==> config.mk <==
export PLATFORM = sky130hd
export DESIGN_NAME = tmi_irq_regs
export DESIGN_NICKNAME = d
export VERILOG_FILES = /design/src/design/tmi_pkg.sv /design/src/design/tmi_apb_slave.sv /design/src/design/tmi_irq_regs.sv /design/src/design/tmi_sticky_reg.sv
export SDC_FILE = /design/constraint.sdc
export NUM_CORES = 1
export LEC_CHECK = 0
export BUFFER_PORTS_ARGS = -buffer_cell sky130_fd_sc_hd__buf_2
export CAP_MARGIN = 30
export CORE_MARGIN = 2
export CORE_UTILIZATION = 35
export CTS_CLUSTER_DIAMETER = 80
export DETAILED_ROUTE_END_ITERATION = 7
export PLACE_DENSITY = 0.65
export RECOVER_POWER = 100
export SLEW_MARGIN = 20
export SYNTH_ARGS = -nofsm -noshare
export SYNTH_HDL_FRONTEND = slang
export SYNTH_SLANG_ARGS = --single-unit
==> constraint.sdc <==
create_clock -name core_clk -period 2.2 [get_ports core_clk]
set_input_delay 0.44 -clock core_clk [delete_from_list [all_inputs] [get_ports core_clk]]
set_output_delay 0.44 -clock core_clk [all_outputs]
set_load 0.1 [all_outputs]
==> src/design/tmi_pkg.sv <==
// ********************************************************************
// register map and layout
// ********************************************************************
package tmi_pkg;
   localparam int TMI_DATA_W = 32;
   localparam int TMI_ADDR_W = 12;
   localparam int TMI_STRB_W = 4;
   localparam int TMI_LANE_W = 8;
   localparam int TMI_CHAN_N = 4;

   // byte offsets of the three views
   localparam logic [TMI_ADDR_W-1:0] TMI_OFS_EN_CLR = 12'h024;
   localparam logic [TMI_ADDR_W-1:0] TMI_OFS_EN_SET = 12'h028;
   localparam logic [TMI_ADDR_W-1:0] TMI_OFS_FLAGS = 12'h02c;

   localparam logic [TMI_DATA_W-1:0] TMI_RESET_WORD = 32'h0000_0000;
   localparam logic [TMI_DATA_W-1:0] TMI_VALID_MASK = 32'h000f_f80f;
   localparam logic [TMI_DATA_W-1:0] TMI_ZERO_WORD = 32'h0000_0000;

   // bit positions
   localparam int TMI_CHAN_LSB = 16;
   localparam int TMI_HARD1_BIT = 15;
   localparam int TMI_HARD0_BIT = 14;
   localparam int TMI_SOFTB_BIT = 13;
   localparam int TMI_SOFTA_BIT = 12;
   localparam int TMI_DEBUG_BIT = 11;
   localparam int TMI_ERR_BIT = 3;
   localparam int TMI_CYCLE_BIT = 2;
   localparam int TMI_RESTART_BIT = 1;
   localparam int TMI_WRAP_BIT = 0;

   // ********************************************************************
   // carriers
   // ********************************************************************
   typedef struct packed {
      logic [TMI_CHAN_N-1:0] channel_hit;
      logic [TMI_CHAN_N-1:0] channel_capture;
      logic [TMI_CHAN_N-1:0] channel_read;
      logic hard_stop_one;
      logic hard_stop_zero;
      logic soft_stop_b;
      logic soft_stop_a;
      logic debug_halt_fault;
      logic cycle_event;
      logic restart_event;
      logic wrap_around;
   } tmi_evt_t;

   typedef struct packed {
      logic psel;
      logic penable;
      logic pwrite;
      logic [TMI_ADDR_W-1:0] paddr;
      logic [TMI_DATA_W-1:0] pwdata;
      logic [TMI_STRB_W-1:0] pstrb;
   } tmi_apb_req_t;

   typedef enum logic [1:0] {
      TMI_SEL_NONE,
      TMI_SEL_CLR,
      TMI_SEL_SET,
      TMI_SEL_FLAGS
   } tmi_sel_t;

   // ********************************************************************
   // helpers
   // ********************************************************************
   function automatic tmi_sel_t tmi_decode(
      input logic [TMI_ADDR_W-1:0] addr
   );
      tmi_sel_t s;
      case (addr)
         TMI_OFS_EN_CLR: s = TMI_SEL_CLR;
         TMI_OFS_EN_SET: s = TMI_SEL_SET;
         TMI_OFS_FLAGS: s = TMI_SEL_FLAGS;
         default: s = TMI_SEL_NONE;
      endcase
      return s;
   endfunction : tmi_decode

   function automatic logic [TMI_DATA_W-1:0] tmi_lane_mask(
      input logic [TMI_STRB_W-1:0] strb
   );
      logic [TMI_DATA_W-1:0] m;
      m = TMI_ZERO_WORD;
      for (int i = 0; i < TMI_STRB_W; i++)
      begin
         m[i*TMI_LANE_W +: TMI_LANE_W] = {TMI_LANE_W{strb[i]}};
      end
      return m;
   endfunction : tmi_lane_mask
endpackage : tmi_pkg

==> src/design/tmi_apb_slave.sv <==
`timescale 1ns/1ps
// ********************************************************************
// apb handshake and decode
// ********************************************************************
module tmi_apb_slave (
   // clock and reset
   input wire logic core_clk,
   input wire logic rstn,
   // bus
   input wire tmi_pkg::tmi_apb_req_t req,
   input wire logic enable_lock,
   output logic pready,
   output logic pslverr,
   // towards register file
   output logic setup,
   output tmi_pkg::tmi_sel_t setup_sel,
   output tmi_pkg::tmi_sel_t sel_q,
   output logic wr_en
);
   logic bad_d;

   always_comb
   begin
      setup = req.psel & ~req.penable;
      setup_sel = tmi_pkg::tmi_decode(req.paddr);
      bad_d = (setup_sel == tmi_pkg::TMI_SEL_NONE) |
         (req.pwrite & enable_lock &
          (setup_sel != tmi_pkg::TMI_SEL_FLAGS));
      wr_en = req.psel & req.penable & pready & req.pwrite & ~pslverr;
   end

   always_ff @(posedge core_clk or negedge rstn)
   begin
      if (!rstn)
         pready <= 1'b0;
      else
         pready <= setup;
   end

   always_ff @(posedge core_clk or negedge rstn)
   begin
      if (!rstn)
         pslverr <= 1'b0;
      else
         pslverr <= setup & bad_d;
   end

   always_ff @(posedge core_clk or negedge rstn)
   begin
      if (!rstn)
         sel_q <= tmi_pkg::TMI_SEL_NONE;
      else if (setup)
         sel_q <= setup_sel;
   end
endmodule : tmi_apb_slave

==> src/design/tmi_irq_regs.sv <==
// Summary of operation
// - clear view write one disables source
// - set view write one enables source
// - written zeros leave enables unchanged
// - both views read one shared state
// - one means enabled or pending
// - channels 19:16, faults 15:11, events 3:0
// - reserved bits read zero, software writes zero
// - flag register shares the enable layout
// - flags and enables reset to zero
// - flags rise on following counter tick
// - flag write one clears, zero ignored
// - capture onto pending channel raises error

`timescale 1ns/1ps

module tmi_irq_regs (
   // clock and reset
   input wire logic core_clk,
   input wire logic rstn,
   // apb slave
   input wire logic psel,
   input wire logic penable,
   input wire logic pwrite,
   input wire logic [tmi_pkg::TMI_ADDR_W-1:0] paddr,
   input wire logic [tmi_pkg::TMI_DATA_W-1:0] pwdata,
   input wire logic [tmi_pkg::TMI_STRB_W-1:0] pstrb,
   output logic [tmi_pkg::TMI_DATA_W-1:0] prdata,
   output logic pready,
   output logic pslverr,
   // write protection of the enable views
   input wire logic enable_lock,
   // timer datapath events
   input wire tmi_pkg::tmi_evt_t evt,
   input wire logic counter_tick,
   // interrupt and state
   output logic irq,
   output logic [tmi_pkg::TMI_DATA_W-1:0] irq_enables,
   output logic [tmi_pkg::TMI_DATA_W-1:0] irq_flags
);

   // ********************************************************************
   // declarations
   // ********************************************************************
   tmi_pkg::tmi_apb_req_t req;
   tmi_pkg::tmi_sel_t setup_sel;
   tmi_pkg::tmi_sel_t sel_q;
   logic setup;
   logic wr_en;
   logic [tmi_pkg::TMI_DATA_W-1:0] wr_word;
   logic [tmi_pkg::TMI_DATA_W-1:0] en_set_vec;
   logic [tmi_pkg::TMI_DATA_W-1:0] en_clr_vec;
   logic [tmi_pkg::TMI_DATA_W-1:0] enable_d;
   logic [tmi_pkg::TMI_DATA_W-1:0] enable_q;
   logic [tmi_pkg::TMI_DATA_W-1:0] raw_word;
   logic [tmi_pkg::TMI_DATA_W-1:0] pend_clr;
   logic [tmi_pkg::TMI_DATA_W-1:0] pend_d;
   logic [tmi_pkg::TMI_DATA_W-1:0] pend_q;
   logic [tmi_pkg::TMI_DATA_W-1:0] tick_word;
   logic [tmi_pkg::TMI_DATA_W-1:0] flag_set;
   logic [tmi_pkg::TMI_DATA_W-1:0] flag_clr;
   logic [tmi_pkg::TMI_DATA_W-1:0] sw_flag_clr;
   logic [tmi_pkg::TMI_DATA_W-1:0] read_clr;
   logic [tmi_pkg::TMI_DATA_W-1:0] flags_d;
   logic [tmi_pkg::TMI_DATA_W-1:0] flags_q;
   logic [tmi_pkg::TMI_DATA_W-1:0] rd_word;
   logic [tmi_pkg::TMI_DATA_W-1:0] rd_masked;
   logic [tmi_pkg::TMI_CHAN_N-1:0] chan_word;
   logic [tmi_pkg::TMI_CHAN_N-1:0] chan_flagged;
   logic [tmi_pkg::TMI_CHAN_N-1:0] clash_vec;
   logic capture_clash;
   genvar c;
   logic irq_d;
   logic irq_q;

   // ********************************************************************
   // helpers
   // ********************************************************************
   // an accepted write access to one of the views
   function automatic logic view_written(
      input logic wr,
      input tmi_pkg::tmi_sel_t sel,
      input tmi_pkg::tmi_sel_t want
   );
      return wr && (sel == want);
   endfunction : view_written

   // ********************************************************************
   // bus slave
   // ********************************************************************
   always_comb
   begin
      req.psel = psel;
      req.penable = penable;
      req.pwrite = pwrite;
      req.paddr = paddr;
      req.pwdata = pwdata;
      req.pstrb = pstrb;
   end

   tmi_apb_slave u_apb (
      .core_clk(core_clk),
      .rstn(rstn),
      .req(req),
      .enable_lock(enable_lock),
      .pready(pready),
      .pslverr(pslverr),
      .setup(setup),
      .setup_sel(setup_sel),
      .sel_q(sel_q),
      .wr_en(wr_en)
   );

   // ********************************************************************
   // write data shaping
   // ********************************************************************
   // reserved positions never reach the state
   always_comb
   begin
      wr_word = req.pwdata & tmi_pkg::tmi_lane_mask(req.pstrb) &
         tmi_pkg::TMI_VALID_MASK;
   end

   // ********************************************************************
   // enable views
   // ********************************************************************
   // set view strobe
   always_comb
   begin
      en_set_vec = tmi_pkg::TMI_ZERO_WORD;
      if (view_written(wr_en, sel_q, tmi_pkg::TMI_SEL_SET))
      begin
         en_set_vec = wr_word;
      end
   end

   // clear view strobe
   always_comb
   begin
      en_clr_vec = tmi_pkg::TMI_ZERO_WORD;
      if (view_written(wr_en, sel_q, tmi_pkg::TMI_SEL_CLR))
      begin
         en_clr_vec = wr_word;
      end
   end

   // zero bits pass the old value through
   always_comb
   begin
      enable_d = (enable_q | en_set_vec) & ~en_clr_vec;
      enable_d = enable_d & tmi_pkg::TMI_VALID_MASK;
   end

   // one shared store behind both views
   always_ff @(posedge core_clk or negedge rstn)
   begin
      if (!rstn)
         enable_q <= tmi_pkg::TMI_RESET_WORD;
      else
         enable_q <= enable_d;
   end

   // ********************************************************************
   // error detection
   // ********************************************************************
   // a flag still pending, or already on its way, turns a capture into an error
   generate
      for (c = 0; c < tmi_pkg::TMI_CHAN_N; c++)
      begin : g_chan
         always_comb
         begin
            chan_flagged[c] = flags_q[tmi_pkg::TMI_CHAN_LSB + c] |
               pend_q[tmi_pkg::TMI_CHAN_LSB + c];
            clash_vec[c] = evt.channel_capture[c] & chan_flagged[c];
         end
      end
   endgenerate

   always_comb
   begin
      capture_clash = |clash_vec;
   end

   // ********************************************************************
   // event gathering
   // ********************************************************************
   // a capture also marks its channel
   always_comb
   begin
      chan_word = evt.channel_hit | evt.channel_capture;
   end

   always_comb
   begin
      raw_word = tmi_pkg::TMI_ZERO_WORD;
      raw_word[tmi_pkg::TMI_CHAN_LSB +: tmi_pkg::TMI_CHAN_N] =
         chan_word;
      raw_word[tmi_pkg::TMI_HARD1_BIT] = evt.hard_stop_one;
      raw_word[tmi_pkg::TMI_HARD0_BIT] = evt.hard_stop_zero;
      raw_word[tmi_pkg::TMI_SOFTB_BIT] = evt.soft_stop_b;
      raw_word[tmi_pkg::TMI_SOFTA_BIT] = evt.soft_stop_a;
      raw_word[tmi_pkg::TMI_DEBUG_BIT] = evt.debug_halt_fault;
      raw_word[tmi_pkg::TMI_ERR_BIT] = capture_clash;
      raw_word[tmi_pkg::TMI_CYCLE_BIT] = evt.cycle_event;
      raw_word[tmi_pkg::TMI_RESTART_BIT] = evt.restart_event;
      raw_word[tmi_pkg::TMI_WRAP_BIT] = evt.wrap_around;
   end

   // ********************************************************************
   // counter tick stage
   // ********************************************************************
   // events wait here for the next counter clock tick
   always_comb
   begin
      tick_word = {tmi_pkg::TMI_DATA_W{counter_tick}};
   end

   // a ticked event leaves the stage as it enters the flags
   always_comb
   begin
      pend_clr = pend_q & tick_word;
   end

   tmi_sticky_reg #(
      .W(tmi_pkg::TMI_DATA_W),
      .RST_VAL(tmi_pkg::TMI_RESET_WORD)
   ) u_pend (
      .core_clk(core_clk),
      .rstn(rstn),
      .set_vec(raw_word),
      .clr_vec(pend_clr),
      .keep_mask(tmi_pkg::TMI_VALID_MASK),
      .val_d(pend_d),
      .val_q(pend_q)
   );

   // ********************************************************************
   // flag register
   // ********************************************************************
   always_comb
   begin
      flag_set = pend_q & tick_word;
   end

   always_comb
   begin
      sw_flag_clr = tmi_pkg::TMI_ZERO_WORD;
      if (view_written(wr_en, sel_q, tmi_pkg::TMI_SEL_FLAGS))
      begin
         sw_flag_clr = wr_word;
      end
   end

   // reading a captured value frees its channel flag
   always_comb
   begin
      read_clr = tmi_pkg::TMI_ZERO_WORD;
      read_clr[tmi_pkg::TMI_CHAN_LSB +: tmi_pkg::TMI_CHAN_N] =
         evt.channel_read;
   end

   always_comb
   begin
      flag_clr = sw_flag_clr | read_clr;
   end

   // set wins inside the bit array
   tmi_sticky_reg #(
      .W(tmi_pkg::TMI_DATA_W),
      .RST_VAL(tmi_pkg::TMI_RESET_WORD)
   ) u_flags (
      .core_clk(core_clk),
      .rstn(rstn),
      .set_vec(flag_set),
      .clr_vec(flag_clr),
      .keep_mask(tmi_pkg::TMI_VALID_MASK),
      .val_d(flags_d),
      .val_q(flags_q)
   );

   // ********************************************************************
   // read data
   // ********************************************************************
   always_comb
   begin
      case (setup_sel)
         tmi_pkg::TMI_SEL_CLR: rd_word = enable_q;
         tmi_pkg::TMI_SEL_SET: rd_word = enable_q;
         tmi_pkg::TMI_SEL_FLAGS: rd_word = flags_q;
         default: rd_word = tmi_pkg::TMI_ZERO_WORD;
      endcase
   end

   // reserved positions read as zero
   always_comb
   begin
      rd_masked = rd_word & tmi_pkg::TMI_VALID_MASK;
   end

   // sampled in the setup cycle, held through access
   always_ff @(posedge core_clk or negedge rstn)
   begin
      if (!rstn)
         prdata <= tmi_pkg::TMI_ZERO_WORD;
      else if (setup && !req.pwrite)
         prdata <= rd_masked;
   end

   // ********************************************************************
   // interrupt line
   // ********************************************************************
   always_comb
   begin
      irq_d = |(flags_d & enable_d);
   end

   always_ff @(posedge core_clk or negedge rstn)
   begin
      if (!rstn)
         irq_q <= 1'b0;
      else
         irq_q <= irq_d;
   end

   // ********************************************************************
   // outputs
   // ********************************************************************
   always_comb
   begin
      irq = irq_q;
   end

   always_comb
   begin
      irq_enables = enable_q;
   end

   always_comb
   begin
      irq_flags = flags_q;
   end

endmodule : tmi_irq_regs

==> src/design/tmi_sticky_reg.sv <==
`timescale 1ns/1ps
// ********************************************************************
// sticky bit array, set beats clear
// ********************************************************************
module tmi_sticky_reg #(
   parameter int W = 32,
   parameter logic [W-1:0] RST_VAL = '0
) (
   // clock and reset
   input wire logic core_clk,
   input wire logic rstn,
   // control
   input wire logic [W-1:0] set_vec,
   input wire logic [W-1:0] clr_vec,
   input wire logic [W-1:0] keep_mask,
   // state
   output logic [W-1:0] val_d,
   output logic [W-1:0] val_q
);
   genvar b;
   generate
      for (b = 0; b < W; b++)
      begin : g_bit
         always_comb
         begin
            val_d[b] = keep_mask[b] &
               (set_vec[b] | (val_q[b] & ~clr_vec[b]));
         end
         always_ff @(posedge core_clk or negedge rstn)
         begin
            if (!rstn)
               val_q[b] <= RST_VAL[b];
            else
               val_q[b] <= val_d[b];
         end
      end
   endgenerate
endmodule : tmi_sticky_reg
Word-level counts from Yosys, hierarchy flattened
Cells that the tools add are included.
{"block": "word_totals", "reg_bits": 57, "input_bits": 75, "wordCells": 161}
{"block": "op_classes", "n_eq_ne": 10, "mux": 5, "bitwise": 105, "n_reduce_logical": 9}
{"op": "$and 20x20->20", "count": 4}
{"op": "$mux 20", "count": 3}
{"op": "$or 20x20->20", "count": 2}
{"op": "$pmux 20 s2", "count": 1}
{"op": "$and 1x1->1", "count": 38}
{"op": "$eq 12x6->1 const B", "count": 3}
{"op": "$reduce_or 32->1", "count": 1}
{"op": "$or 1x1->1", "count": 31}
{"op": "$not 1->1", "count": 28}
{"op": "$not 20->20", "count": 1}
{"op": "$eq 2x2->1 const B", "count": 4}
{"op": "$pmux 2 s3", "count": 1}
{"op": "$eq 2x1->1 const B", "count": 2}
{"op": "$logic_and 1x1->1", "count": 4}
{"op": "$or 4x4->4", "count": 1}
{"op": "$reduce_or 4->1", "count": 1}
{"op": "$logic_not 2->1", "count": 1}
{"op": "$ne 2x2->1 const B", "count": 1}
{"op": "$reduce_or 2->1", "count": 1}
{"op": "$logic_not 1->1", "count": 1}

Depth between registers and ports, before layout
Gate-level depths: netlist of run 1.
{"block": "depth", "ltp_word": 12, "depth_mapped": 9, "depth_no_buf": 8}

Modules after synthesis
From an unflattened synthesis of run 1, not the netlist that was laid out.
{"block": "unflattened", "cells_unflattened": 490, "area_unflattened_um2": 5323.9}
{"mod": "tmi_sticky_reg", "instances": 2, "cells_per_inst": 96, "area_per_inst_um2": 1481.4, "seq_area_each_um2": 800.8}
{"mod": "tmi_irq_regs", "instances": 1, "cells_per_inst": 273, "area_per_inst_um2": 2143.3, "seq_area_each_um2": 675.6}
{"mod": "tmi_apb_slave", "instances": 1, "cells_per_inst": 25, "area_per_inst_um2": 217.7, "seq_area_each_um2": 100.1}

Least setup slack after synthesis of run 1
OpenSTA, ideal clock, no wires.
{"block": "synth_path", "path_type": "reg2reg", "start": "reg u_apb.pslverr", "end": "reg irq_q (netlist: irq)", "t_arrival_ps": 2193, "setup_slack_ps": -65, "path_stages_with_launch": 9, "path_cell_list": "dfrtp_1 and4b_1 buf_6 and2_4 buf_8 nand3_2 a22oi_1 o311a_1 nand4b_1"}
{"block": "synth_via", "elab_chain_len": 10, "word_cells_on_any_way": 53}
{"item": "start: declaration", "line": "tmi_apb_slave.sv:13", "text": "output logic pslverr,"}
{"item": "start signal: assignment", "line": "tmi_apb_slave.sv:45", "text": "pslverr <= setup & bad_d;"}
{"item": "$not 1->1 *", "line": "tmi_apb_slave.sv:29", "text": "wr_en = req.psel & req.penable & pready & req.pwrite & ~pslverr;"}
{"item": "$and 1x1->1 *", "line": "tmi_apb_slave.sv:29"}
{"item": "$logic_and 1x1->1", "line": "tmi_irq_regs.sv:85", "text": "return wr && (sel == want);"}
{"item": "$mux 20", "line": "tmi_irq_regs.sv:248", "text": "if (view_written(wr_en, sel_q, tmi_pkg::TMI_SEL_FLAGS))"}
{"item": "$or 20x20->20", "line": "tmi_irq_regs.sv:264", "text": "flag_clr = sw_flag_clr | read_clr;"}
{"item": "$not 1->1", "line": "tmi_sticky_reg.sv:27", "text": "(set_vec[b] | (val_q[b] & ~clr_vec[b]));"}
{"item": "$and 1x1->1", "line": "tmi_sticky_reg.sv:27"}
{"item": "$or 1x1->1", "line": "tmi_sticky_reg.sv:27"}
{"item": "$and 20x20->20 *", "line": "tmi_irq_regs.sv:314", "text": "irq_d = |(flags_d & enable_d);"}
{"item": "$reduce_or 32->1 *", "line": "tmi_irq_regs.sv:314"}
{"item": "via irq_d", "line": "tmi_irq_regs.sv:73", "text": "logic irq_d;"}
{"item": "end signal: assignment", "line": "tmi_irq_regs.sv:322", "text": "irq_q <= irq_d;"}
{"item": "end: declaration", "line": "tmi_irq_regs.sv:74", "text": "logic irq_q;"}
Mark *: on every way through the listed nets, which the timed path passes. The rest lies on a longest branch.
A chain may end at the register's enable or synchronous reset.

Worst setup path in the final report of run 1
{"block": "layout_path", "start": "reg u_apb.sel_q[1]", "end": "reg irq_q (netlist: irq)"}
{"block": "layout_via", "elab_chain_len": 9, "word_cells_on_any_way": 54}
{"item": "start: declaration", "line": "tmi_apb_slave.sv:17", "text": "output tmi_pkg::tmi_sel_t sel_q,"}
{"item": "start signal: assignment", "line": "tmi_apb_slave.sv:51", "text": "sel_q <= tmi_pkg::TMI_SEL_NONE;"}
{"item": "start signal: assignment", "line": "tmi_apb_slave.sv:53", "text": "sel_q <= setup_sel;"}
{"item": "$eq 2x2->1", "line": "tmi_irq_regs.sv:85"}
{"item": "$logic_and 1x1->1", "line": "tmi_irq_regs.sv:85"}
{"item": "$mux 20", "line": "tmi_irq_regs.sv:248"}
{"item": "$or 20x20->20", "line": "tmi_irq_regs.sv:264"}
{"item": "$not 1->1", "line": "tmi_sticky_reg.sv:27"}
{"item": "$and 1x1->1", "line": "tmi_sticky_reg.sv:27"}
{"item": "$or 1x1->1", "line": "tmi_sticky_reg.sv:27"}
{"item": "via flags_d, one bit", "line": "tmi_irq_regs.sv:64", "text": "logic [tmi_pkg::TMI_DATA_W-1:0] flags_d;"}
{"item": "$and 20x20->20", "line": "tmi_irq_regs.sv:314"}
{"item": "$reduce_or 32->1", "line": "tmi_irq_regs.sv:314"}
{"item": "via irq_d", "line": "tmi_irq_regs.sv:73"}
The timed path passes the listed nets, and every way through them passes these cells.

==> results.toml, run 1 <==
[run_status]
status = "complete, no violations"

[detailed_routing]
vias = 2644
drc_errors = 0
drt-vias-per-instance = 5.027
routed_wl_um = 8437
dr.pass1.iters = 5
routedWlPerCell_um = 16.04
drtIter0Drc = 183
ant_nets = 0

[critical_path]
crit_path_start_kind = "flop"
crit_path_end_kind = "flop"
cp.arrival_ns = 2.18
cp_max_fo = 11
reg2reg_slack_ns = 0.22
r2r_end = "irq"
worstPathRequired_ns = 2.40
r2r_start = "u_apb.sel_q[1]"
critPathKind = "flop to flop"
worst_r2r_path_depth = 6

[power]
swShare_pct = 37.06
leakagePower_nw = 1.765
seqPwrFrac_pct = 39.9
power.switching_mw = 1.014
pwr-share-comb_pct = 23.6
powerDensity_nw_per_um2 = 735.5
power.share.clock_pct = 36.5
p_int_mw = 1.722
max-vdd-ir-drop_uv = 355.8

[cts]
clk_path_buf_depth = 2
path_clk_slew_ns = 0.07
cts_root_buf = "clkbuf_8"
clock_latency_ns = 0.34
cts_sinks = 57
postCtsSetupBuffers = 0
post_cts_resized = 0
ctsHtreeMaxLevel = 3
cts_hold_buf = 0
tritoncts = "built"
numCtsBuffers = 9

[sta]
hold_viol = 0
fmax_ghz = 0.5062
rsz0062_at_grt = "no"
tightest_slew_ns = 1.327
worst_clock_skew_ns = 0.009466
setup_viol = 0
period_share_pct = 89.80
drv_slew = 0
period_minus_slack_ns = 1.976
slew_headroom_pct = 11.50

[synthesis]
yosysTopAreaCellShare_pct = 44.51
synth_cell_types = 40
synth_area_leaders = "dfrtp_1 45%, buf_4 13%, a22oi_1 4.2%"
synthFlopType = "dfrtp_1"
ys_warn_count = 0
ys_seq_area_share_pct = 44.51
yosysTopAreaCell = "dfrtp_1"
syn_avg_cell_area_um2 = 9.982
synth-edff-count = 0
postSynthCellCount = 321
netlist_area_um2 = 3204
ys_ff_latch = 57
synthArstFlopShare_pct = 100.0

[floorplanning]
die_x_um = 99.68
core_um2 = 8806
num_io_pins = 174
die_area_um2 = 9936
num_rows = 34
die_height_um = 99.68
start_util_pct = 36.39

[min_path]
holdPathEnd = "u_pend.val_q[13]"
hold_path.class = "input pin to flop"
worstHoldStart = "evt[5]"
holdPathStages = 2

[finish]
nets = 490
final-seq-area_um2 = 1429
syn_to_final_growth_pct = 16.09
layout_commonest_cell = "conb_1"
multi_input_area_um2 = 1333
n_antenna_cell = 0
stdcell_area_um2 = 3720
drive_gt1_share_pct = 28.23
nFillCells = 889
finish.utilization_pct = 42.24
most-common-layout-cells = "57 x conb_1, 55 x dfrtp_1, 51 x buf_2"

[grt]
gr-total-overflow = 0
grt_pass1_wl_um = 13210
antenna_found_initial = 0
grt_usage_pct = 17.26
grt_max_degree = 37
grt_pass1_vias = 2402

[place]
dp_hpwl_um = 6316
port_buffers = 96
gp_congestion = 0.8398
placed_cell_area_um2 = 3563

[flow_run]
drv_cap = 0
==> cells in the mapped netlist (3+ instances only) <==
master      n
and2_1      7
a41oi_1     5
a31oi_1     9
inv_1      14
nand4_1    13
nand3_1     9
a2bb2oi_1   4
clkbuf_1   11
buf_2       3
a32o_1      4
o31ai_1    13
a211o_1     4
a21o_1      8
o21ai_0     5
a211oi_2    4
a22o_1      8
dfrtp_1    57
nand2_1    24
a22oi_1    18
buf_4      57
nor2_1     15
buf_6       4
a21oi_1     5
==> kinds of logic after synthesis <==
logic type | count (synthesis) | share of synthesized area (%)
fa+ha+maj | 2 | 0.7808
simple gates | 79 | 12.77
flops | 57 | 44.51
other cells | 1 | 0.1170
buf+inv | 91 | 19.25
compound gates | 91 | 22.57
==> power by group through the flow <==
| stage | Combinational, mW | Clock, mW | Sequential [mW] |
|---|---|---|---|
| after floorplan | 0.564 | 0 | 1.17 |
| after global placement | 0.644 | 0 | 1.11 |
| after detailed placement | 0.650 | 0 | 1.11 |
| after CTS | 0.650 | 1.02 | 1.09 |
| after global routing | 0.672 | 1.07 | 1.09 |
| final | 0.647 | 0.997 | 1.09 |
==> routing by layer <==
layer / wire length [um] / GRT usage [%]
met5: 0 / 0
met1: 3929 / 25.08
met4: 166 / 7.376
met2: 3722 / 24.32
met3: 618 / 4.287
==> cell type report <==
cell class / count / area share [%]
clock buffer: 13 / 4.272
inverter: 14 / 1.413
multi-input combinational: 229 / 35.82
sequential: 57 / 38.41
timing repair buffer: 102 / 15.37
clock inverter: 3 / 1.076
tap: 108 / 3.633
==> state kept, by name (all words and copies together) (netlist names) <==
| signal | cells |
|---|---|
| u_flags.val_q | 13 |
| u_apb.pslverr | 1 |
| irq | 1 |
| u_pend.val_q | 13 |
| u_apb.pready | 1 |
| u_apb.sel_q | 2 |
| irq_enables | 13 |
| prdata | 13 |
==> critical path, cell delays in order, from the launching register on <==
cell and delay (ns):
dfrtp_1 0.58, and2_0 0.36, nand4_1 0.13, a22o_1 0.22, a22oi_1 0.22, nand3_1 0.13
nand4b_1 0.19
==> worst max path at each step <==
stage            endpoint      startpoint
2_1_floorplan         irq   u_apb.pslverr
3_3_place_gp   prdata[16]        paddr[9]
3_5_place_dp   prdata[16]        paddr[9]
4_1_cts               irq   u_apb.pslverr
5_1_grt               irq   u_apb.pslverr
6_report              irq  u_apb.sel_q[1]
==> metrics by stage <==
stage / cells / setup TNS [ns] / setup slack [ns] / total power [mW] / hold slack (ns)
5_1_grt: 526 / 0 / 0.06282 / 2.834 / 0.2746
3_3_place_gp: 510 / -0.2759 / -0.04682 / 1.754 / 0.4530
2_1_floorplan: 377 / 0 / 0.2064 / 1.729 / 0.1444
6_report: 526 / 0 / 0.2243 / 2.736 / 0.2741
4_1_cts: 526 / 0 / 0.1988 / 2.759 / 0.08178
3_5_place_dp: 510 / -0.4903 / -0.06779 / 1.759 / 0.4541
No activity file was read; power rests on OpenSTA's default activity.
==> inputs of run 2 (changes only) <==
Settings changed: CELL_PAD_IN_SITES_DETAIL_PLACEMENT set to 0, CELL_PAD_IN_SITES_GLOBAL_PLACEMENT set to 2, CORE_UTILIZATION 35 to 25, PLACE_DENSITY 0.65 to unset, PLACE_DENSITY_LB_ADDON set to 0.1.
==> run 2 against run 1 <==
  * The flow now finishes with violations (capacitance limit, slew limit)
  * Design area increased by 6.3%
  * Hold slack improved by 0.020 ns
  * Largest power group is now clock
  * Sequential share of layout area fell by 2.3 points
  * Largest cell class unchanged
==> results.toml, run 2 (synthesis gave the netlist of run 1 again) <==
[finish]
multi_input_area_um2 = 1346
nFillCells = 1358
finish.utilization_pct = 31.46
drive_gt1_share_pct = 29.62
most-common-layout-cells = "57 x conb_1, 55 x dfrtp_1, 51 x buf_2"
final-seq-area_um2 = 1429
layout_commonest_cell = "conb_1"
syn_to_final_growth_pct = 23.39
nets = 494
stdcell_area_um2 = 3954
n_antenna_cell = 0

[critical_path]
cp_max_fo = 10
worst_r2r_path_depth = 5
cp.depth = 5
worstPathRequired_ns = 2.45
crit_path_start_kind = "flop"
cp_slowest_cell = "and4bb_1"
worst_path_largest_cell_delay_ns = 0.57
reg2reg_slack_ns = 0.16
crit_family = "simple AND/OR/NAND/NOR gates"
path_buf_inv = 0
crit_path_end_kind = "flop"
cp.arrival_ns = 2.29
critPathKind = "flop to flop"
path_cells = "and4bb_1 -> and2_0 -> a31oi_1 -> o311a_1 -> nand4b_1"

[floorplanning]
start_util_pct = 25.50
num_io_pins = 174
die_x_um = 117.2
core_um2 = 12570
die_area_um2 = 13740
num_rows = 41
die_height_um = 117.2

[power]
max-vdd-ir-drop_uv = 372.6
powerDensity_nw_per_um2 = 831.1
leakagePower_nw = 1.839

[place]
port_buffers = 96
placed_cell_area_um2 = 3661
dp_worst_setup_slack_ns = 0.003520
gp_congestion = 0.7390
dp_hpwl_um = 7249

[cts]
cts_sinks = 57
ctsHtreeMaxLevel = 3
path_clk_slew_ns = 0.05
cts_hold_buf = 0
clock_latency_ns = 0.32
cts_root_buf = "clkbuf_16"
postCtsSetupBuffers = 0
clk_path_buf_depth = 2
post_cts_resized = 0
tritoncts = "built"
numCtsBuffers = 9

[grt]
met1_usage_pct = 21.16
grt_pass1_vias = 2479
grt_usage_pct = 14.58
antenna_found_initial = 0
grtUsageMet2_pct = 21.57
gr-total-overflow = 0
gr-usage-met3_pct = 4.171
grt_max_degree = 28
grt_pass1_wl_um = 14600
top_usage_layer = "met2"

[detailed_routing]
drtIter0Drc = 156
routedWlPerCell_um = 16.48
drc_errors = 0
drt-vias-per-instance = 4.507
dr.pass1.iters = 4
routed_wl_um = 9792
ant_nets = 0
vias = 2677

[min_path]
holdPathStages = 2
hold_path.class = "input pin to flop"

[sta]
drv_slew = 27
hold_viol = 0
rsz0062_at_grt = "no"
fin_ws_ns = 0.1599
fmax_ghz = 0.4902
worst_clock_skew_ns = 0.003902
setup_viol = 0
tns_ns = 0
period_share_pct = 92.73
tightest_slew_ns = 1.602
period_minus_slack_ns = 2.040
slew_headroom_pct = -6.817

[run_status]
status = "finished with violations"
violations = "capacitance limit, slew limit"

[flow_run]
drv_cap = 1
[run 2: cell types whose count changed in the layout (fill, tap and decap cells not counted), moves of 2 or more]
cell,change
buf_4,+2
clkbuf_2,+2
clkbuf_8,-9
clkbuf_16,+9
and2_0,-2
[run 2: worst reg2reg max path: stages, from the launching register on]
cell	delay (ns)
dfrtp_2	0.41
and4bb_1	0.57
and2_0	0.37
a31oi_1	0.15
o311a_1	0.36
nand4b_1	0.11
[run 2: area by class of cell]
| class | instances | area share (%) |
|---|---|---|
| clock buffer | 11 | 6.392 |
| clock inverter | 5 | 1.962 |
| inverter | 14 | 1.329 |
| multi-input combinational | 229 | 34.05 |
| sequential | 57 | 36.14 |
| tap | 172 | 5.443 |
| timing repair buffer | 106 | 14.68 |
[run 2: final timing paths]
| check | start | to |
|---|---|---|
| setup reg to reg | u_apb.pslverr | irq |
| setup / recovery | u_apb.pslverr | irq |
| hold / removal | evt[0] | u_pend.val_q[0] |
| hold reg to reg | prdata[15] | prdata[15] |
| max in group asynchronous | rstn | u_pend.val_q[13] |
| min in group asynchronous | rstn | prdata[13] |
[run 2: through the flow]
step                hold slack (ns)  std cells  total power [mW]
floorplan                    0.1444        377             1.729
global placement             0.4604        578             1.765
detailed placement           0.4645        578             1.767
CTS                          0.1777        594             3.325
global route                 0.2847        594             3.415
finish                       0.2942        594             3.286
[run 2: power by group]
part	switching (mW)	leakage, nW	internal [mW]
Sequential	0.0205	0.686	1.07
Clock	0.494	0.162	1.05
Combinational	0.584	0.992	0.0668
Total	1.10	1.84	2.19
[run 2: layer usage]
layer / vias to the layer above / wire, um
li1: 1250 / -
met1: 1308 / 4595
met2: 112 / 4446
met3: 7 / 665
met4: 0 / 84
met5: - / 0
